<file path="src/sid_pkg.sv">
// Constants, register map and carrier types for the status indicator driver
package sid_pkg;

    ////////////////////////////////////////////////////////////////////////////
    // Timing
    localparam int CLK_KHZ = 250000;
    localparam int SLOW_HALF_MS = 1000;
    localparam int FAST_HALF_MS = 125;
    localparam int SLOW_HALF_CYC = SLOW_HALF_MS * CLK_KHZ;
    localparam int FAST_HALF_CYC = FAST_HALF_MS * CLK_KHZ;

    ////////////////////////////////////////////////////////////////////////////
    // Register map
    localparam int ADDR_W = 4;
    localparam int DATA_W = 32;
    localparam logic [ADDR_W-1:0] REG_CTRL = 4'h0;
    localparam logic [ADDR_W-1:0] REG_MODE = 4'h4;
    localparam logic [ADDR_W-1:0] REG_IRQ_STAT = 4'h8;
    localparam logic [ADDR_W-1:0] REG_IRQ_MASK = 4'hc;
    localparam int CTRL_EN_BIT = 0;
    localparam logic CTRL_EN_RESET = 1'h1;
    localparam int MODE_FLD_W = 2;
    localparam int LINK_RED_POS = 12;
    localparam int EV_ALM_REPLACE = 0;
    localparam int EV_ALM_RELATED = 1;
    localparam int EV_SWR = 2;
    localparam int EV_LINK0 = 3;

    ////////////////////////////////////////////////////////////////////////////
    // Lamp slots in the mode word
    localparam int LMP_HEALTH = 0;
    localparam int LMP_ALARM = 1;
    localparam int LMP_ACT = 2;
    localparam int LMP_SWR = 3;
    localparam int LMP_LINK0 = 4;

    ////////////////////////////////////////////////////////////////////////////
    // Types
    typedef enum logic [1:0] {
        MODE_OFF = 2'h0,
        MODE_ON = 2'h1,
        MODE_SLOW = 2'h3,
        MODE_FAST = 2'h2
    } sid_mode_t;

    typedef struct packed {
        logic powerOk;
        logic faultLit;
        logic faultDark;
        logic swLoading;
        logic notStarted;
        logic radioRunning;
        logic txEnabled;
    } sid_unit_t;

    typedef struct packed {
        logic alarmReplace;
        logic alarmRelated;
        logic swrAlarm;
    } sid_alarm_t;

    typedef struct packed {
        logic present;
        logic powered;
        logic linkUp;
        logic txRxFail;
        logic lockLost;
    } sid_link_t;

endpackage

</file>
<file path="src/sid_status_indicator_driver.sv">
// Front panel lamp driver with blink time bases, registers and interrupt
// Summary of operation
// - Health lamp steady lit when supply present and lit-type fault flagged.
// - Health lamp dark with no supply or a dark-type fault.
// - Health lamp blinks one second on, one second off in normal operation.
// - Health lamp blinks 0.125 s on/off while loading or not started.
// - Alarm lamp steady lit for an alarm needing module replacement.
// - Alarm lamp blinks one second on/off for an alarm from related parts.
// - Alarm lamp dark while no alarm is active.
// - Activity lamp lit when running with transmit on, or loading idle.
// - Activity lamp blinks one second on/off when running with transmit off.
// - Reflected-power lamp follows the standing-wave alarm, lit or dark.
// - Two link lamps, identical logic each, steady green when link healthy.
// - Link lamp steady red when its optics cannot send or receive.
// - Link lamp blinks red one second on/off on lost lock.
// - Link lamp dark when its optics are absent or unpowered.
//
// Our own choices: the strobed register port and the register addresses.
`timescale 1ns/1ps
module sid_status_indicator_driver
    import sid_pkg::*;
#(
    parameter int SLOW_CYC = sid_pkg::SLOW_HALF_CYC,
    parameter int FAST_CYC = sid_pkg::FAST_HALF_CYC,
    parameter int NUM_LINKS = 2
) (
    input logic sys_clk,
    input logic rst,
    input sid_pkg::sid_unit_t unitSt,
    input sid_pkg::sid_alarm_t alarmSt,
    input sid_pkg::sid_link_t [NUM_LINKS-1:0] linkSt,
    input logic [sid_pkg::ADDR_W-1:0] addr,
    input logic [sid_pkg::DATA_W-1:0] wrData,
    input logic wrStb,
    input logic rdStb,
    output logic [sid_pkg::DATA_W-1:0] rdData,
    output logic irq,
    output logic healthLamp,
    output logic alarmLamp,
    output logic activityLamp,
    output logic swrLamp,
    output logic [NUM_LINKS-1:0] linkLampGreen,
    output logic [NUM_LINKS-1:0] linkLampRed
);
    import sid_pkg::*;

    localparam int CNT_W = $clog2((SLOW_CYC > FAST_CYC) ? SLOW_CYC : FAST_CYC);
    localparam int EV_N = EV_LINK0 + NUM_LINKS;
    localparam int LAMP_N = LMP_LINK0 + NUM_LINKS;

    function automatic logic cntLast(input logic [CNT_W-1:0] cnt, input int lim);
        cntLast = (cnt == CNT_W'(lim - 1));
    endfunction

    function automatic logic lampDrive(input sid_mode_t m, input logic slow,
                                       input logic fast);
        unique case (m)
            MODE_OFF: lampDrive = 1'b0;
            MODE_ON: lampDrive = 1'b1;
            MODE_SLOW: lampDrive = slow;
            MODE_FAST: lampDrive = fast;
        endcase
    endfunction

    logic [CNT_W-1:0] slowCnt_r;
    logic [CNT_W-1:0] fastCnt_r;
    logic slowPhase_r;
    logic fastPhase_r;
    logic ctrlEn_r;
    logic [EV_N-1:0] irqStat_r;
    logic [EV_N-1:0] irqMask_r;
    logic [EV_N-1:0] evPrev_r;
    logic [EV_N-1:0] evLevel;
    logic [EV_N-1:0] evSet;
    logic [EV_N-1:0] evClr;
    logic [DATA_W-1:0] modeWord_r;
    logic [DATA_W-1:0] modeWord_nxt;
    logic [DATA_W-1:0] rdMux;
    sid_mode_t lampMode [LAMP_N];
    logic [NUM_LINKS-1:0] linkRedSel;
    logic normalRun;

    ////////////////////////////////////////////////////////////////////////////
    // Time bases; slow is an exact multiple of fast so both wrap together
    always_ff @(posedge sys_clk or posedge rst) begin
        if (rst) begin
            slowCnt_r <= '0;
            slowPhase_r <= 1'b1;
        end else if (cntLast(slowCnt_r, SLOW_CYC)) begin
            slowCnt_r <= '0;
            slowPhase_r <= ~slowPhase_r;
        end else begin
            slowCnt_r <= slowCnt_r + 1'b1;
        end
    end

    always_ff @(posedge sys_clk or posedge rst) begin
        if (rst) begin
            fastCnt_r <= '0;
            fastPhase_r <= 1'b1;
        end else if (cntLast(fastCnt_r, FAST_CYC)) begin
            fastCnt_r <= '0;
            fastPhase_r <= ~fastPhase_r;
        end else begin
            fastCnt_r <= fastCnt_r + 1'b1;
        end
    end

    ////////////////////////////////////////////////////////////////////////////
    // Lamp mode selection, highest priority first
    assign normalRun = unitSt.powerOk && !unitSt.faultDark && !unitSt.faultLit &&
                       !unitSt.swLoading && !unitSt.notStarted;

    always_comb begin
        if (!unitSt.powerOk || unitSt.faultDark) begin
            lampMode[LMP_HEALTH] = MODE_OFF;
        end else if (unitSt.faultLit) begin
            lampMode[LMP_HEALTH] = MODE_ON;
        end else if (unitSt.swLoading || unitSt.notStarted) begin
            lampMode[LMP_HEALTH] = MODE_FAST;
        end else begin
            lampMode[LMP_HEALTH] = MODE_SLOW;
        end
        if (alarmSt.alarmReplace) begin
            lampMode[LMP_ALARM] = MODE_ON;
        end else if (alarmSt.alarmRelated) begin
            lampMode[LMP_ALARM] = MODE_SLOW;
        end else begin
            lampMode[LMP_ALARM] = MODE_OFF;
        end
        if (!unitSt.powerOk) begin
            lampMode[LMP_ACT] = MODE_OFF;
        end else if (unitSt.swLoading && !unitSt.radioRunning) begin
            lampMode[LMP_ACT] = MODE_ON;
        end else if (normalRun && unitSt.txEnabled) begin
            lampMode[LMP_ACT] = MODE_ON;
        end else if (normalRun) begin
            lampMode[LMP_ACT] = MODE_SLOW;
        end else begin
            lampMode[LMP_ACT] = MODE_OFF;
        end
        lampMode[LMP_SWR] = alarmSt.swrAlarm ? MODE_ON : MODE_OFF;
        for (int i = 0; i < NUM_LINKS; i++) begin
            linkRedSel[i] = 1'b1;
            if (!linkSt[i].present || !linkSt[i].powered) begin
                lampMode[LMP_LINK0+i] = MODE_OFF;
            end else if (linkSt[i].txRxFail) begin
                lampMode[LMP_LINK0+i] = MODE_ON;
            end else if (linkSt[i].lockLost) begin
                lampMode[LMP_LINK0+i] = MODE_SLOW;
            end else if (linkSt[i].linkUp) begin
                lampMode[LMP_LINK0+i] = MODE_ON;
                linkRedSel[i] = 1'b0;
            end else begin
                lampMode[LMP_LINK0+i] = MODE_OFF;
            end
        end
    end

    ////////////////////////////////////////////////////////////////////////////
    // Lamp outputs; disabling lamps blanks all of them without touching modes
    always_ff @(posedge sys_clk or posedge rst) begin
        if (rst) begin
            healthLamp <= 1'b0;
            alarmLamp <= 1'b0;
            activityLamp <= 1'b0;
            swrLamp <= 1'b0;
        end else begin
            healthLamp <= ctrlEn_r && lampDrive(lampMode[LMP_HEALTH], slowPhase_r,
                                                fastPhase_r);
            alarmLamp <= ctrlEn_r && lampDrive(lampMode[LMP_ALARM], slowPhase_r,
                                               fastPhase_r);
            activityLamp <= ctrlEn_r && lampDrive(lampMode[LMP_ACT], slowPhase_r,
                                                  fastPhase_r);
            swrLamp <= ctrlEn_r && lampDrive(lampMode[LMP_SWR], slowPhase_r,
                                             fastPhase_r);
        end
    end

    always_ff @(posedge sys_clk or posedge rst) begin
        if (rst) begin
            linkLampGreen <= '0;
            linkLampRed <= '0;
        end else begin
            for (int i = 0; i < NUM_LINKS; i++) begin
                linkLampGreen[i] <= ctrlEn_r && !linkRedSel[i] &&
                    lampDrive(lampMode[LMP_LINK0+i], slowPhase_r, fastPhase_r);
                linkLampRed[i] <= ctrlEn_r && linkRedSel[i] &&
                    lampDrive(lampMode[LMP_LINK0+i], slowPhase_r, fastPhase_r);
            end
        end
    end

    ////////////////////////////////////////////////////////////////////////////
    // Mode readback word
    always_comb begin
        modeWord_nxt = '0;
        for (int i = 0; i < LAMP_N; i++) begin
            modeWord_nxt[i*MODE_FLD_W +: MODE_FLD_W] = lampMode[i];
        end
        for (int i = 0; i < NUM_LINKS; i++) begin
            modeWord_nxt[LINK_RED_POS+i] = linkRedSel[i] &&
                                           (lampMode[LMP_LINK0+i] != MODE_OFF);
        end
    end

    always_ff @(posedge sys_clk or posedge rst) begin
        if (rst) begin
            modeWord_r <= '0;
        end else begin
            modeWord_r <= modeWord_nxt;
        end
    end

    ////////////////////////////////////////////////////////////////////////////
    // Events: rising edge of each alarm or link fault
    always_comb begin
        evLevel = '0;
        evLevel[EV_ALM_REPLACE] = alarmSt.alarmReplace;
        evLevel[EV_ALM_RELATED] = alarmSt.alarmRelated;
        evLevel[EV_SWR] = alarmSt.swrAlarm;
        for (int i = 0; i < NUM_LINKS; i++) begin
            evLevel[EV_LINK0+i] = modeWord_nxt[LINK_RED_POS+i];
        end
    end

    assign evSet = evLevel & ~evPrev_r;
    assign evClr = (wrStb && addr == REG_IRQ_STAT) ? wrData[EV_N-1:0] : '0;

    always_ff @(posedge sys_clk or posedge rst) begin
        if (rst) begin
            evPrev_r <= '0;
        end else begin
            evPrev_r <= evLevel;
        end
    end

    // A set in the clearing cycle survives
    always_ff @(posedge sys_clk or posedge rst) begin
        if (rst) begin
            irqStat_r <= '0;
        end else begin
            irqStat_r <= (irqStat_r & ~evClr) | evSet;
        end
    end

    always_ff @(posedge sys_clk or posedge rst) begin
        if (rst) begin
            irq <= 1'b0;
        end else begin
            irq <= |(irqStat_r & irqMask_r);
        end
    end

    ////////////////////////////////////////////////////////////////////////////
    // Register port
    always_ff @(posedge sys_clk or posedge rst) begin
        if (rst) begin
            ctrlEn_r <= CTRL_EN_RESET;
            irqMask_r <= '0;
        end else if (wrStb) begin
            if (addr == REG_CTRL) begin
                ctrlEn_r <= wrData[CTRL_EN_BIT];
            end
            if (addr == REG_IRQ_MASK) begin
                irqMask_r <= wrData[EV_N-1:0];
            end
        end
    end

    always_comb begin
        rdMux = '0;
        case (addr)
            REG_CTRL: rdMux[CTRL_EN_BIT] = ctrlEn_r;
            REG_MODE: rdMux = modeWord_r;
            REG_IRQ_STAT: rdMux[EV_N-1:0] = irqStat_r;
            REG_IRQ_MASK: rdMux[EV_N-1:0] = irqMask_r;
            default: rdMux = '0;
        endcase
    end

    // Data shows only in the cycle after the strobe
    always_ff @(posedge sys_clk or posedge rst) begin
        if (rst) begin
            rdData <= '0;
        end else begin
            rdData <= rdStb ? rdMux : '0;
        end
    end

    for (genvar g = 0; g < NUM_LINKS; g++) begin : gLinkChk

    end
endmodule

</file>
<file path="config.mk">
export PLATFORM = sky130hd
export DESIGN_NAME = sid_status_indicator_driver
export DESIGN_NICKNAME = d
export VERILOG_FILES = /design/src/sid_pkg.sv /design/src/sid_status_indicator_driver.sv
export SDC_FILE = /design/constraint.sdc
export NUM_CORES = 1
export LEC_CHECK = 0
export BUFFER_PORTS_ARGS = -buffer_cell sky130_fd_sc_hd__buf_2
export CAP_MARGIN = 10
export CORE_MARGIN = 10
export CORE_UTILIZATION = 55
export CTS_CLUSTER_DIAMETER = 120
export DETAILED_ROUTE_END_ITERATION = 10
export PLACE_DENSITY = 0.8
export SYNTH_ARGS = -nofsm -noshare
export SYNTH_HDL_FRONTEND = slang
export SYNTH_SLANG_ARGS = --single-unit
export TNS_END_PERCENT = 100
</file>
<file path="constraint.sdc">
create_clock -name sys_clk -period 4.1 [get_ports sys_clk]
set_clock_uncertainty 0.2 [all_clocks]
set_input_delay 0.82 -clock sys_clk [delete_from_list [all_inputs] [get_ports sys_clk]]
set_output_delay 0.82 -clock sys_clk [all_outputs]
set_load 0.005 [all_outputs]
</file>
# Word level (Yosys, flattened, before mapping)
# Cells that the tools add are included.
# totals
memories,0
inputBits,60
rom_bits,0
mem_bits_rw,0
wordCells,138
out_inout_bits,41
latch_bits,0
register_bits,129
# classes
bitwise_logic,8
n_addsub,2
magnitude_cmp,0
reduce_logical,49
multipliers,0
n_eq_ne,23
shift,0
div,0
mux,39
# ops
cell,n
"28-bit by 1-bit adder with 28-bit output, second input constant",2
28-bit 2-to-1 mux,2
32-bit 2-to-1 mux,1
"28-bit by 25-bit == test with 1-bit output, second input constant",1
"28-bit == test, second input constant",1
2-bit 2-to-1 mux,14
1-bit one-hot mux with 4 select lines,7
1-bit logical AND,21
"2-bit == test, second input constant",10
5-bit bitwise AND,3
1-bit zero test,12
2-bit zero test,6
1-bit 2-to-1 mux,12
4-bit one-hot mux with 3 select lines,1
"2-bit by 1-bit == test with 1-bit output, second input constant",5
5-bit inverter,2
9-bit 2-to-1 mux,1
"4-bit == test, second input constant",2
5-bit 2-to-1 mux,1
5-bit OR,1
5-bit OR reduction,1
"1-bit by 2-bit == test with 1-bit output, second input constant",2
"4-bit by 3-bit == test with 1-bit output, second input constant",1
4-bit zero test,1
5 further kinds,11

# Longest topological paths before layout
# Gate-level depths: netlist of the first run.
# logic_depth
ltp_word,12
mapped_depth,7
ltp_nobuf,5

# Worst setup path after synthesis of the first run
# No wires, ideal clock.
# synth_path
path_type,in2reg
from,input addr[1] (netlist bit)
to,register irqStat_r[2]
stages,4
path_slack_ns,1.851
n_path_buf,0
arrival_time_ns,1.928
cell_sequence,or3b_2 nor3b_1 nand2_1 a22o_1
# synth_between
elab_chain_cells,6
# synth_rtl
element,line,source
from (decl),sid_status_indicator_driver.sv:32,"input logic [sid_pkg::ADDR_W-1:0] addr,"
4-bit == test,sid_status_indicator_driver.sv:228,assign evClr = (wrStb && addr == REG_IRQ_STAT) ? wrData[EV_N-1:0] : '0;
1-bit logical AND,sid_status_indicator_driver.sv:228,
5-bit 2-to-1 mux,sid_status_indicator_driver.sv:228,
5-bit inverter,sid_status_indicator_driver.sv:243,irqStat_r <= (irqStat_r & ~evClr) | evSet;
5-bit bitwise AND,sid_status_indicator_driver.sv:243,
5-bit OR,sid_status_indicator_driver.sv:243,
to (signal assigned),sid_status_indicator_driver.sv:243,
to (decl),sid_status_indicator_driver.sv:70,logic [EV_N-1:0] irqStat_r;
# Every way passes these cells.
# A chain may end at the register's enable or synchronous reset.

# Final worst setup path of the first run
# layout_path
from,register slowCnt_r[0]
to,register slowPhase_r
# layout_between
elab_chain_cells,1
# layout_rtl
element,line,source
from (decl),sid_status_indicator_driver.sv:65,logic [CNT_W-1:0] slowCnt_r;
from (signal assigned),sid_status_indicator_driver.sv:93,slowCnt_r <= slowCnt_r + 1'b1;
28-bit == test,sid_status_indicator_driver.sv:52,cntLast = (cnt == CNT_W'(lim - 1));
to (signal assigned),sid_status_indicator_driver.sv:91,slowPhase_r <= ~slowPhase_r;
to (decl),sid_status_indicator_driver.sv:67,logic slowPhase_r;
# Every way passes these cells.

==> flow_metrics.py, run 1 <==
metrics = {
    "global_route": {
        "grt_max_degree": 107,
        "grt_antenna_before_repair": 0,
        "gr-max-usage-layer": "met2",
        "grtUsageMet3_pct": 4.30,
        "grt_use_met1_pct": 19.0,
        "grt_pass1_vias": 3523,
        "use_met2_pct": 26.8,
        "grt_util_all_layers_pct": 15.8,
        "overflow": 0,
        "grt_pass1_wl_um": 17000,
    },
    "synth": {
        "synth_ff_type": "dfrtp_1",
        "synth-async-reset-ratio_pct": 100,
        "synth.avg_cell_area_sq_um": 10.9,
        "netlist.area_leader.share_pct": 52.8,
        "ys_seq_area_share_pct": 54.4,
        "synth_area_leaders": "dfrtp_1 53%, xnor2_1 3.4%, buf_4 3.1%",
        "ys_warn_count": 0,
        "synth_edf_count": 0,
        "netlist_instances": 449,
        "synth_cell_types": 54,
        "yosys.area.top_type": "dfrtp_1",
        "synth_area_sq_um": 4890,
        "synth-seq-cells": 106,
    },
    "timing": {
        "worst_pin_slew_ns": 1.05,
        "fin_crit_sh_pct": 59.9,
        "min_period_ns": 2.46,
        "finalSetupViolCount": 0,
        "finalSetupTns_ns": 0,
        "hold_violations": 0,
        "relSlewSlack_pct": 30.0,
        "rsz0062_at_grt": "no",
        "max_freq_ghz": 0.407,
        "slew_viol_final": 0,
    },
    "flow_run": {
        "cap_violations": 0,
    },
    "place": {
        "io_buffers": 54,
        "place_inst": 601,
        "routabilityCongestion": 0.876,
        "dp_hpwl_um": 7210,
    },
    "cts": {
        "cts_root_buf": "clkbuf_8",
        "worst_setup_hold_path_clk_slew_ns": 0.10,
        "tritoncts": "yes",
        "clock_latency_ns": 0.36,
        "cts_resized": 0,
        "cts_hold_buf": 0,
        "htree_num_levels": 3,
        "cts_buffers": 9,
        "clock_sinks": 106,
        "cts.path.max_buffers": 2,
        "cts_setup_buffers": 0,
    },
    "pwr": {
        "power.share.sequential_pct": 56.7,
        "leakage_nw": 2.51,
        "intPower_w": 0.00151,
        "p_sw_share_pct": 22.1,
        "clockPowerShare_pct": 37.1,
        "combPwrFrac_pct": 6.2,
        "ir_worst_vdd_mv": 0.267,
        "p_sw_w": 0.000427,
        "power.density_nw_per_um2": 357,
    },
    "final_layout": {
        "ff_latch_area_sq_um": 2660,
        "antenna_cells": 0,
        "drive_gt1_share_pct": 18.9,
        "nets": 566,
        "syn_to_final_growth_pct": 11.1,
        "stdcell_count": 617,
        "num-fill-cells": 700,
        "multi_input_area_sq_um": 2050,
    },
    "critical_path": {
        "cp_cell_sequence": "ha_1, and3_1, nand2_1, nor4_2, buf_4, xnor2_1",
        "crit_path_start_kind": "flop",
        "endpoint": "slowPhase_r",
        "critPathMaxFanout": 9,
        "critPathMaxStageDelay_ns": 0.73,
        "rrSetupSlack_ns": 1.64,
        "cp-end-kind": "flop",
        "path_class": "flop to flop",
        "required_ns": 4.19,
        "regToRegStartpoint": "slowCnt_r[0]",
        "r2r_cells": 6,
        "critPathArrivalTime_ns": 2.55,
        "setup.worst_path.start": "slowCnt_r[0]",
        "crit_slowest_cell": "nor4_2",
        "regToRegEndpoint": "slowPhase_r",
    },
    "floorplanning": {
        "die-area_sq_um": 13100,
        "die_h_um": 114,
        "start_util_pct": 56.3,
        "die_w_um": 114,
        "rows": 34,
        "ioPinCount": 101,
        "core-area_sq_um": 8680,
    },
    "route": {
        "vias_per_cell": 5.70,
        "firstDrtPassIters": 4,
        "vias": 3517,
        "ant_nets": 0,
        "dr.first_iter.drc_count": 189,
        "routed_wl_um": 9890,
        "routedWlPerCell_um": 16.0,
        "drc": 0,
    },
    "hold_path": {
        "hold_path.class": "flop to flop",
    },
    "run_status": {
        "status": "finished clean",
    },
}
-- critical path: cells and delay by family (launching register included) --
kind / cells / cell delay, ns
xor+xnor: 1 / 0.13
fa+ha+maj: 1 / 0.22
buf+inv: 1 / 0.30
flops: 1 / 0.40
simple gates: 3 / 1.14
-- cell usage after synthesis (7+ instances only) --
| master | n |
|---|---|
| xnor2_1 | 19 |
| and4_1 | 9 |
| inv_1 | 15 |
| clkbuf_1 | 7 |
| nor4_1 | 9 |
| nand4_1 | 24 |
| dfrtp_1 | 103 |
| xor2_1 | 17 |
| o21ai_0 | 10 |
| buf_4 | 20 |
| and3_1 | 10 |
| nand3_1 | 20 |
| and2_1 | 14 |
| nand2_1 | 29 |
| a21oi_1 | 16 |
| nor2_1 | 33 |
| o31ai_1 | 7 |
| mux2_2 | 10 |
-- metal layers --
metal | vias to the layer above | part of all wire, %
li1 | 1693 | -
met1 | 1738 | 43
met2 | 75 | 51
met3 | 11 | 5.3
met4 | 0 | 1.1
met5 | - | 0
-- power groups by stage --
stage	combinational (W)	clock (W)	sequential, W
2_1_floorplan	0.0000845	0	0.00111
3_3_place_gp	0.000119	0	0.00112
3_5_place_dp	0.000122	0	0.00112
4_1_cts	0.000123	0.000736	0.00110
5_1_grt	0.000136	0.000775	0.00110
6_report	0.000121	0.000719	0.00110
-- final cells by class --
class                      count  area share, %
tap                          108           2.49
sequential                   106           49.0
clock buffer                  12           2.86
multi-input combinational    316           37.8
inverter                      15           1.08
timing repair buffer          56           5.49
clock inverter                 4           1.36
-- cells by family after synthesis --
group | synth area share, %
fa+ha+maj | 0.512
simple gates | 23.1
flops | 54.4
mux | 2.97
buf+inv | 5.20
xor+xnor | 6.45
other cells | 0.0768
compound gates | 7.35
-- worst min path at each step --
stage                   end  slack, ns  depth (start not counted)           start
6_report       irqStat_r[4]       0.25                          1  modeWord_r[13]
5_1_grt        irqStat_r[3]       0.27                          1     evPrev_r[3]
4_1_cts        irqStat_r[4]       0.25                          1  modeWord_r[13]
2_1_floorplan  irqStat_r[3]       0.21                          1     evPrev_r[3]
3_5_place_dp   irqStat_r[3]       0.24                          1     evPrev_r[3]
3_3_place_gp   irqStat_r[3]       0.22                          1     evPrev_r[3]
-- metrics by stage --
stage | total power (W) | cell area, sq um | utilization (%) | setup WS [ns] | hold WS, ns
floorplan | 0.00120 | 4950 | - | 0.296 | 0.208
global placement | 0.00124 | 5200 | 59.9 | 1.46 | 0.222
detailed placement | 0.00124 | 5200 | 59.9 | 1.48 | 0.238
CTS | 0.00196 | 5430 | 62.5 | 1.64 | 0.249
global route | 0.00201 | 5430 | 62.5 | 1.39 | 0.269
finish | 0.00194 | 5430 | 62.5 | 1.64 | 0.246
-- flip-flops by register name (all words and copies together), names as in the netlist --
register / flops
swrLamp: 1
alarmLamp: 1
slowCnt_r: 28
fastCnt_r: 28
irq: 1
modeWord_r: 11
ctrlEn_r: 1
healthLamp: 1
slowPhase_r: 1
irqMask_r: 5
activityLamp: 1
fastPhase_r: 1
irqStat_r: 5
rdData: 13
evPrev_r: 4
linkLampRed: 2
linkLampGreen: 2
-- layout by cell type, fill, tap and decap left out, types with 2 or more instances in the layout --
master,count
nor4b_1,4
nand2_1,29
dfstp_2,3
nor4bb_1,4
nor3b_1,3
bufinv_16,2
or4_1,4
o2bb2ai_1,2
mux2_2,10
a211oi_1,2
o31ai_1,7
and3_1,10
conb_1,19
a22o_1,3
nand3_1,20
ha_1,2
and2_1,14
nand4_1,24
or3_1,6
nand3b_1,3
nor2b_1,4
and4b_1,3
o21ai_0,10
xnor2_1,19
nor2_1,33
inv_1,14
buf_2,54
xor2_1,17
clkbuf_8,11
dfrtp_1,103
o211ai_1,3
a21oi_1,16
nor3_1,4
a22oi_1,6
nor4_1,8
and4_1,9
(Power assumes the default switching activity.)
==> run 2: changes to the inputs <==
--- a/config.mk
+++ b/config.mk
@@ -8,10 +8,10 @@
 export BUFFER_PORTS_ARGS = -buffer_cell sky130_fd_sc_hd__buf_2
 export CAP_MARGIN = 10
 export CORE_MARGIN = 10
-export CORE_UTILIZATION = 55
+export CORE_UTILIZATION = 49
 export CTS_CLUSTER_DIAMETER = 120
 export DETAILED_ROUTE_END_ITERATION = 10
-export PLACE_DENSITY = 0.8
+export PLACE_DENSITY = 0.75
 export SYNTH_ARGS = -nofsm -noshare
 export SYNTH_HDL_FRONTEND = slang
 export SYNTH_SLANG_ARGS = --single-unit
==> constraint.sdc (replaced) <==
create_clock -name sys_clk -period 2.2 [get_ports sys_clk]
set_clock_uncertainty 0.2 [all_clocks]
set_input_delay 0.44 -clock sys_clk [delete_from_list [all_inputs] [get_ports sys_clk]]
set_output_delay 0.44 -clock sys_clk [all_outputs]
set_load 0.005 [all_outputs]
==> run 2 against run 1 <==
Total power grew 76%. Clock power up 57%. First-iteration DRC count grew 84%. Flip-flop and latch count stayed put. Sequential share of layout area shrank 1.1 points. Critical path depth is 2 lower. Register-to-register slack lost 1.5 ns. Critical path type unchanged. Largest cell class unchanged. Highest routed layer unchanged.
==> flow_metrics.py, run 2 (same netlist as run 1, synthesis figures left out) <==
metrics = {
    "run_status": {
        "status": "finished clean",
    },
    "critical_path": {
        "cp_cell_sequence": "nand4_1, or4_4, or3_2, a21oi_1",
        "critPathMaxFanout": 11,
        "path_class": "flop to flop",
        "rrSetupSlack_ns": 0.11,
        "timing.critical_path.buf_inv": 0,
        "crit_family": "simple AND/OR/NAND/NOR gates",
        "regToRegStartpoint": "slowCnt_r[8]",
        "regToRegEndpoint": "slowCnt_r[27]",
        "critPathMaxStageDelay_ns": 0.61,
        "required_ns": 2.31,
        "crit_path_start_kind": "flop",
        "cp-end-kind": "flop",
        "crit_slowest_cell": "or4_4",
        "r2r_cells": 4,
        "critPathArrivalTime_ns": 2.20,
    },
    "place": {
        "dp_hpwl_um": 7690,
        "io_buffers": 54,
        "place_inst": 642,
        "pre_cts_ws_ns": 0.124,
        "routabilityCongestion": 0.855,
    },
    "final_layout": {
        "reg.largest.list": "fastCnt_r x28, slowCnt_r x28, rdData x13",
        "stdcell_count": 660,
        "nets": 584,
        "layout_commonest_cell": "dfrtp_1",
        "num-fill-cells": 862,
        "drive_gt1_share_pct": 21.4,
        "syn_to_final_growth_pct": 13.7,
        "most-common-layout-cells": "103 x dfrtp_1, 54 x buf_2, 33 x nor2_1, 29 x nand2_1, 24 x nand4_1",
        "antenna_cells": 0,
    },
    "timing": {
        "worst_pin_slew_ns": 0.513,
        "slew_viol_final": 0,
        "finalSetupTns_ns": 0,
        "max_freq_ghz": 0.479,
        "hold_violations": 0,
        "relSlewSlack_pct": 65.5,
        "min_period_ns": 2.09,
        "fin_crit_sh_pct": 94.8,
        "layout_setup_ws_ns": 0.114,
        "finalSetupViolCount": 0,
        "rsz0062_at_grt": "no",
    },
    "hold_path": {
        "worstHoldStart": "alarmSt[1]",
        "whs_path_depth": 1,
        "min_to": "evPrev_r[1]",
        "hold_path.class": "primary input to flop",
    },
    "floorplanning": {
        "die_h_um": 120,
        "die_w_um": 120,
        "die-area_sq_um": 14400,
        "core-area_sq_um": 9730,
        "ioPinCount": 101,
        "start_util_pct": 50.2,
        "rows": 36,
    },
    "pwr": {
        "ir_worst_vdd_mv": 0.377,
        "power.density_nw_per_um2": 615,
        "leakage_nw": 2.57,
    },
    "global_route": {
        "grt_max_degree": 74,
        "grt_pass1_wl_um": 17500,
        "grt_antenna_before_repair": 0,
        "grt_pass1_vias": 3599,
        "overflow": 0,
        "grt_util_all_layers_pct": 14.8,
    },
    "route": {
        "ant_nets": 0,
        "dr.first_iter.drc_count": 348,
        "drc": 0,
        "firstDrtPassIters": 4,
        "routedWlPerCell_um": 15.7,
        "routed_wl_um": 10400,
        "vias": 3585,
        "vias_per_cell": 5.43,
    },
    "cts": {
        "clock_latency_ns": 0.37,
        "cts_root_buf": "clkbuf_8",
        "htree_num_levels": 3,
        "cts_resized": 0,
        "tritoncts": "yes",
        "worst_setup_hold_path_clk_slew_ns": 0.10,
        "cts_setup_buffers": 0,
        "cts.path.max_buffers": 2,
        "clock_sinks": 106,
        "cts_buffers": 9,
    },
    "flow_run": {
        "cap_violations": 0,
    },
}
## run 2: changes by cell type in the layout (fill, tap and decap cells not counted), sizes merged
cell	change
bufinv	-2
clkinv	+1
clkinvlp	+3
buf	+16
clkbuf	-2
dlygate4sd3	+2
## run 2: layout make-up
cell class	instances	area [sq um]	area share [%]
inverter	15	60.1	1.08
sequential	106	2660	47.8
timing repair buffer	74	438	7.88
clock inverter	6	48.8	0.878
clock buffer	10	138	2.48
multi-input combinational	316	2050	36.9
tap	133	166	2.99
## run 2: how the worst max path moves through the flow
stage                      start            end  slack, ns  cells past startpoint
floorplan           slowCnt_r[0]  slowCnt_r[26]       0.03                      6
global placement    slowCnt_r[8]  slowCnt_r[27]       0.16                      4
detailed placement  slowCnt_r[8]  slowCnt_r[27]       0.12                      4
CTS                 slowCnt_r[8]  slowCnt_r[27]       0.10                      4
global route        slowCnt_r[0]  slowCnt_r[18]       0.01                      6
finish              slowCnt_r[8]  slowCnt_r[27]       0.11                      4
## run 2: where the power goes
group | switching, W | internal (W) | total, W | leakage [nW]
logic | 0.000131 | 0.000103 | 0.000234 | 1.10
registers | 0.0000371 | 0.00201 | 0.00205 | 1.38
clock network | 0.000680 | 0.000454 | 0.00113 | 0.0908
total | 0.000848 | 0.00257 | 0.00342 | 2.57
## run 2: through the flow
step                util [%]  cell area (sq um)  power [W]  hold WS (ns)
floorplan                  -               4960    0.00223         0.208
global placement        55.0               5350    0.00231         0.221
detailed placement      55.0               5350    0.00232         0.241
CTS                     57.1               5560    0.00344       0.00478
global route            57.1               5560    0.00356       0.00670
finish                  57.1               5560    0.00342        0.0197
## run 2: what timing repair did
| action | 4_1_cts | 5_1_grt |
|---|---|---|
| endpoints found under the hold margin | 71 | 0 |
| endpoints found under the setup margin | 0 | 0 |
| hold buffers | 2 | 0 |
## run 2: metal layers
metal | global-route usage, % | vias to the layer above | wire [um]
met4 | 4.37 | 0 | 117
li1 | - | 1730 | -
met3 | 4.69 | 14 | 468
met2 | 25.3 | 63 | 5230
met1 | 17.5 | 1778 | 4560
met5 | 0 | - | 0
==> run 3: changes to the inputs <==
--- a/config.mk
+++ b/config.mk
@@ -8,10 +8,11 @@
 export BUFFER_PORTS_ARGS = -buffer_cell sky130_fd_sc_hd__buf_2
 export CAP_MARGIN = 10
 export CORE_MARGIN = 10
-export CORE_UTILIZATION = 49
+export CORE_UTILIZATION = 55
 export CTS_CLUSTER_DIAMETER = 120
 export DETAILED_ROUTE_END_ITERATION = 10
-export PLACE_DENSITY = 0.75
+export PLACE_DENSITY = 0.8
+export SKIP_LAST_GASP = 1
 export SYNTH_ARGS = -nofsm -noshare
 export SYNTH_HDL_FRONTEND = slang
 export SYNTH_SLANG_ARGS = --single-unit
==> constraint.sdc (replaced) <==
create_clock -name sys_clk -period 1.97 [get_ports sys_clk]
set_clock_uncertainty 0.2 [all_clocks]
set_input_delay 0.394 -clock sys_clk [delete_from_list [all_inputs] [get_ports sys_clk]]
set_output_delay 0.394 -clock sys_clk [all_outputs]
set_load 0.005 [all_outputs]
==> run 3 against run 2 <==
The flow now finishes with violations (setup timing). Flip-flop and latch count is the same. Final cell count grew 4.4%. Final area grew 11%. Routed wire length grew 11%. Register-to-register slack lost 0.17 ns. Clock-buffer cell count shrank 1. Largest cell class unchanged. Worst hold slack gained 0.061 ns. Sequential power grew 12%. Combinational power grew 21%. Fmax grew 3.0%. Highest routed layer unchanged.
==> flow_metrics.py, run 3 (same netlist as run 1, synthesis figures left out) <==
metrics = {
    "run_status": {
        "status": "finished, violations left",
        "violations": "setup timing",
    },
    "critical_path": {
        "r2r_cells": 5,
        "path_class": "flop to flop",
        "regToRegEndpoint": "slowCnt_r[21]",
        "critPathMaxStageDelay_ns": 0.59,
        "crit_path_start_kind": "flop",
        "crit_slowest_cell": "or4_4",
        "regToRegStartpoint": "slowCnt_r[0]",
        "rrSetupSlack_ns": -0.06,
        "cp_cell_sequence": "nand4_1, or4_4, buf_6, or3_4, a21oi_2",
        "cp-end-kind": "flop",
        "crit_family": "simple AND/OR/NAND/NOR gates",
        "required_ns": 2.08,
        "critPathArrivalTime_ns": 2.13,
        "timing.critical_path.buf_inv": 1,
        "critPathMaxFanout": 6,
    },
    "cts": {
        "tritoncts": "yes",
        "htree_num_levels": 3,
        "clock_latency_ns": 0.37,
        "cts_root_buf": "clkbuf_8",
        "cts_buffers": 9,
        "cts.path.max_buffers": 2,
        "clock_sinks": 106,
        "worst_setup_hold_path_clk_slew_ns": 0.11,
    },
    "global_route": {
        "grt_max_degree": 27,
        "grt_pass1_wl_um": 18700,
        "grt_pass1_vias": 4024,
        "grt_util_all_layers_pct": 17.2,
        "overflow": 0,
        "grt_antenna_before_repair": 0,
    },
    "final_layout": {
        "layout_commonest_cell": "dfrtp_1",
        "nets": 638,
        "num-fill-cells": 613,
        "most-common-layout-cells": "102 x dfrtp_1, 56 x buf_4, 54 x buf_2, 33 x nor2_1, 29 x nand2_1",
        "antenna_cells": 0,
        "post-route-util_pct": 71.1,
        "reg.largest.list": "fastCnt_r x28, slowCnt_r x28, rdData x13",
        "drive_gt1_share_pct": 32.2,
        "syn_to_final_growth_pct": 26.4,
    },
    "timing": {
        "slew_viol_final": 0,
        "relSlewSlack_pct": 65.4,
        "hold_violations": 0,
        "worst_pin_slew_ns": 0.518,
        "max_freq_ghz": 0.494,
        "finalSetupViolCount": 5,
        "min_period_ns": 2.03,
        "rsz0062_at_grt": "yes",
        "finalSetupTns_ns": -0.176,
        "fin_crit_sh_pct": 103,
        "layout_setup_ws_ns": -0.0557,
    },
    "hold_path": {
        "hold_path.class": "primary input to flop",
        "worstHoldStart": "rdStb",
        "whs_path_depth": 2,
        "min_to": "rdData[0]",
    },
    "route": {
        "routed_wl_um": 11500,
        "drc": 0,
        "ant_nets": 0,
        "firstDrtPassIters": 5,
        "vias": 3819,
        "dr.first_iter.drc_count": 186,
        "routedWlPerCell_um": 16.7,
        "vias_per_cell": 5.54,
    },
    "floorplanning": {
        "die-area_sq_um": 13100,
        "die_w_um": 114,
        "ioPinCount": 101,
        "core-area_sq_um": 8680,
        "die_h_um": 114,
        "start_util_pct": 56.3,
        "rows": 34,
    },
    "flow_run": {
        "cap_violations": 0,
    },
    "pwr": {
        "leakage_nw": 2.91,
        "ir_worst_vdd_mv": 0.422,
        "intPower_w": 0.00289,
        "combPwrFrac_pct": 7.2,
        "clockPowerShare_pct": 34.4,
        "power.density_nw_per_um2": 634,
        "power.share.sequential_pct": 58.4,
        "p_sw_share_pct": 26.2,
        "p_sw_w": 0.00103,
    },
    "place": {
        "routabilityCongestion": 0.877,
        "dp_hpwl_um": 8080,
        "io_buffers": 54,
    },
}
run 3: cell types whose count changed in the layout (fill, tap and decap cells not counted), sizes merged:
cell	previous run	this run
buf	72	118
dlygate4sd3	2	10
inv	16	18
clkbuf	10	9
clkinvlp	3	2
run 3: worst max path at each step:
stage | start | cells past startpoint | end
2_1_floorplan | slowCnt_r[0] | 6 | slowCnt_r[26]
3_3_place_gp | slowCnt_r[0] | 6 | slowCnt_r[24]
6_report | slowCnt_r[0] | 5 | slowCnt_r[21]
4_1_cts | slowCnt_r[9] | 5 | slowCnt_r[25]
5_1_grt | slowCnt_r[0] | 7 | slowPhase_r
3_5_place_dp | slowCnt_r[0] | 6 | slowCnt_r[24]
run 3: area by class of cell:
cell class | instances | area [sq um] | area share (%)
sequential | 106 | 2660 | 43.0
multi-input combinational | 316 | 2210 | 35.8
timing repair buffer | 128 | 907 | 14.7
tap | 108 | 135 | 2.19
clock buffer | 9 | 124 | 2.01
clock inverter | 7 | 82.6 | 1.34
inverter | 15 | 60.1 | 0.973
run 3: worst register-to-register path, stage by stage, from the launching register on:
cell	delay [ns]
dfrtp_1	0.43
nand4_1	0.14
or4_4	0.59
buf_6	0.15
or3_4	0.32
a21oi_2	0.13
run 3: routing by layer:
metal	vias to the layer above	GRT usage [%]	part of all wire, %
li1	1834	-	-
met3	13	5.19	5.6
met5	-	0	0
met4	0	4.68	1.2
met2	96	30.3	53
met1	1876	19.9	40
run 3: power groups by stage:
stage	clock network [W]	logic (W)	registers, W
after floorplan	0	0.000176	0.00232
after global placement	0	0.000260	0.00232
after detailed placement	0	0.000273	0.00233
after CTS	0.00138	0.000285	0.00229
after global routing	0.00145	0.000317	0.00229
final	0.00135	0.000284	0.00229
run 3: through the flow:
step	hold WS (ns)	setup WS, ns	cell area (sq um)	power (W)	cells
final	0.0810	-0.0557	6170	0.00392	689
after CTS	0.00464	-0.00284	5930	0.00395	681
after floorplan	0.208	0.00847	4960	0.00249	467
after global routing	0.0582	-0.124	6170	0.00406	689
after global placement	0.212	-0.000956	5590	0.00258	650
after detailed placement	0.217	-0.121	5590	0.00260	650
run 3: timing repair:
item / CTS / global route
buffers inserted: 6 / 7
pin swaps: 2 / 16
hold buffers: 9 / 1
setup endpoints to repair: 8 / 23
hold endpoints to repair: 19 / 1
gates resized for setup: 0 / 38
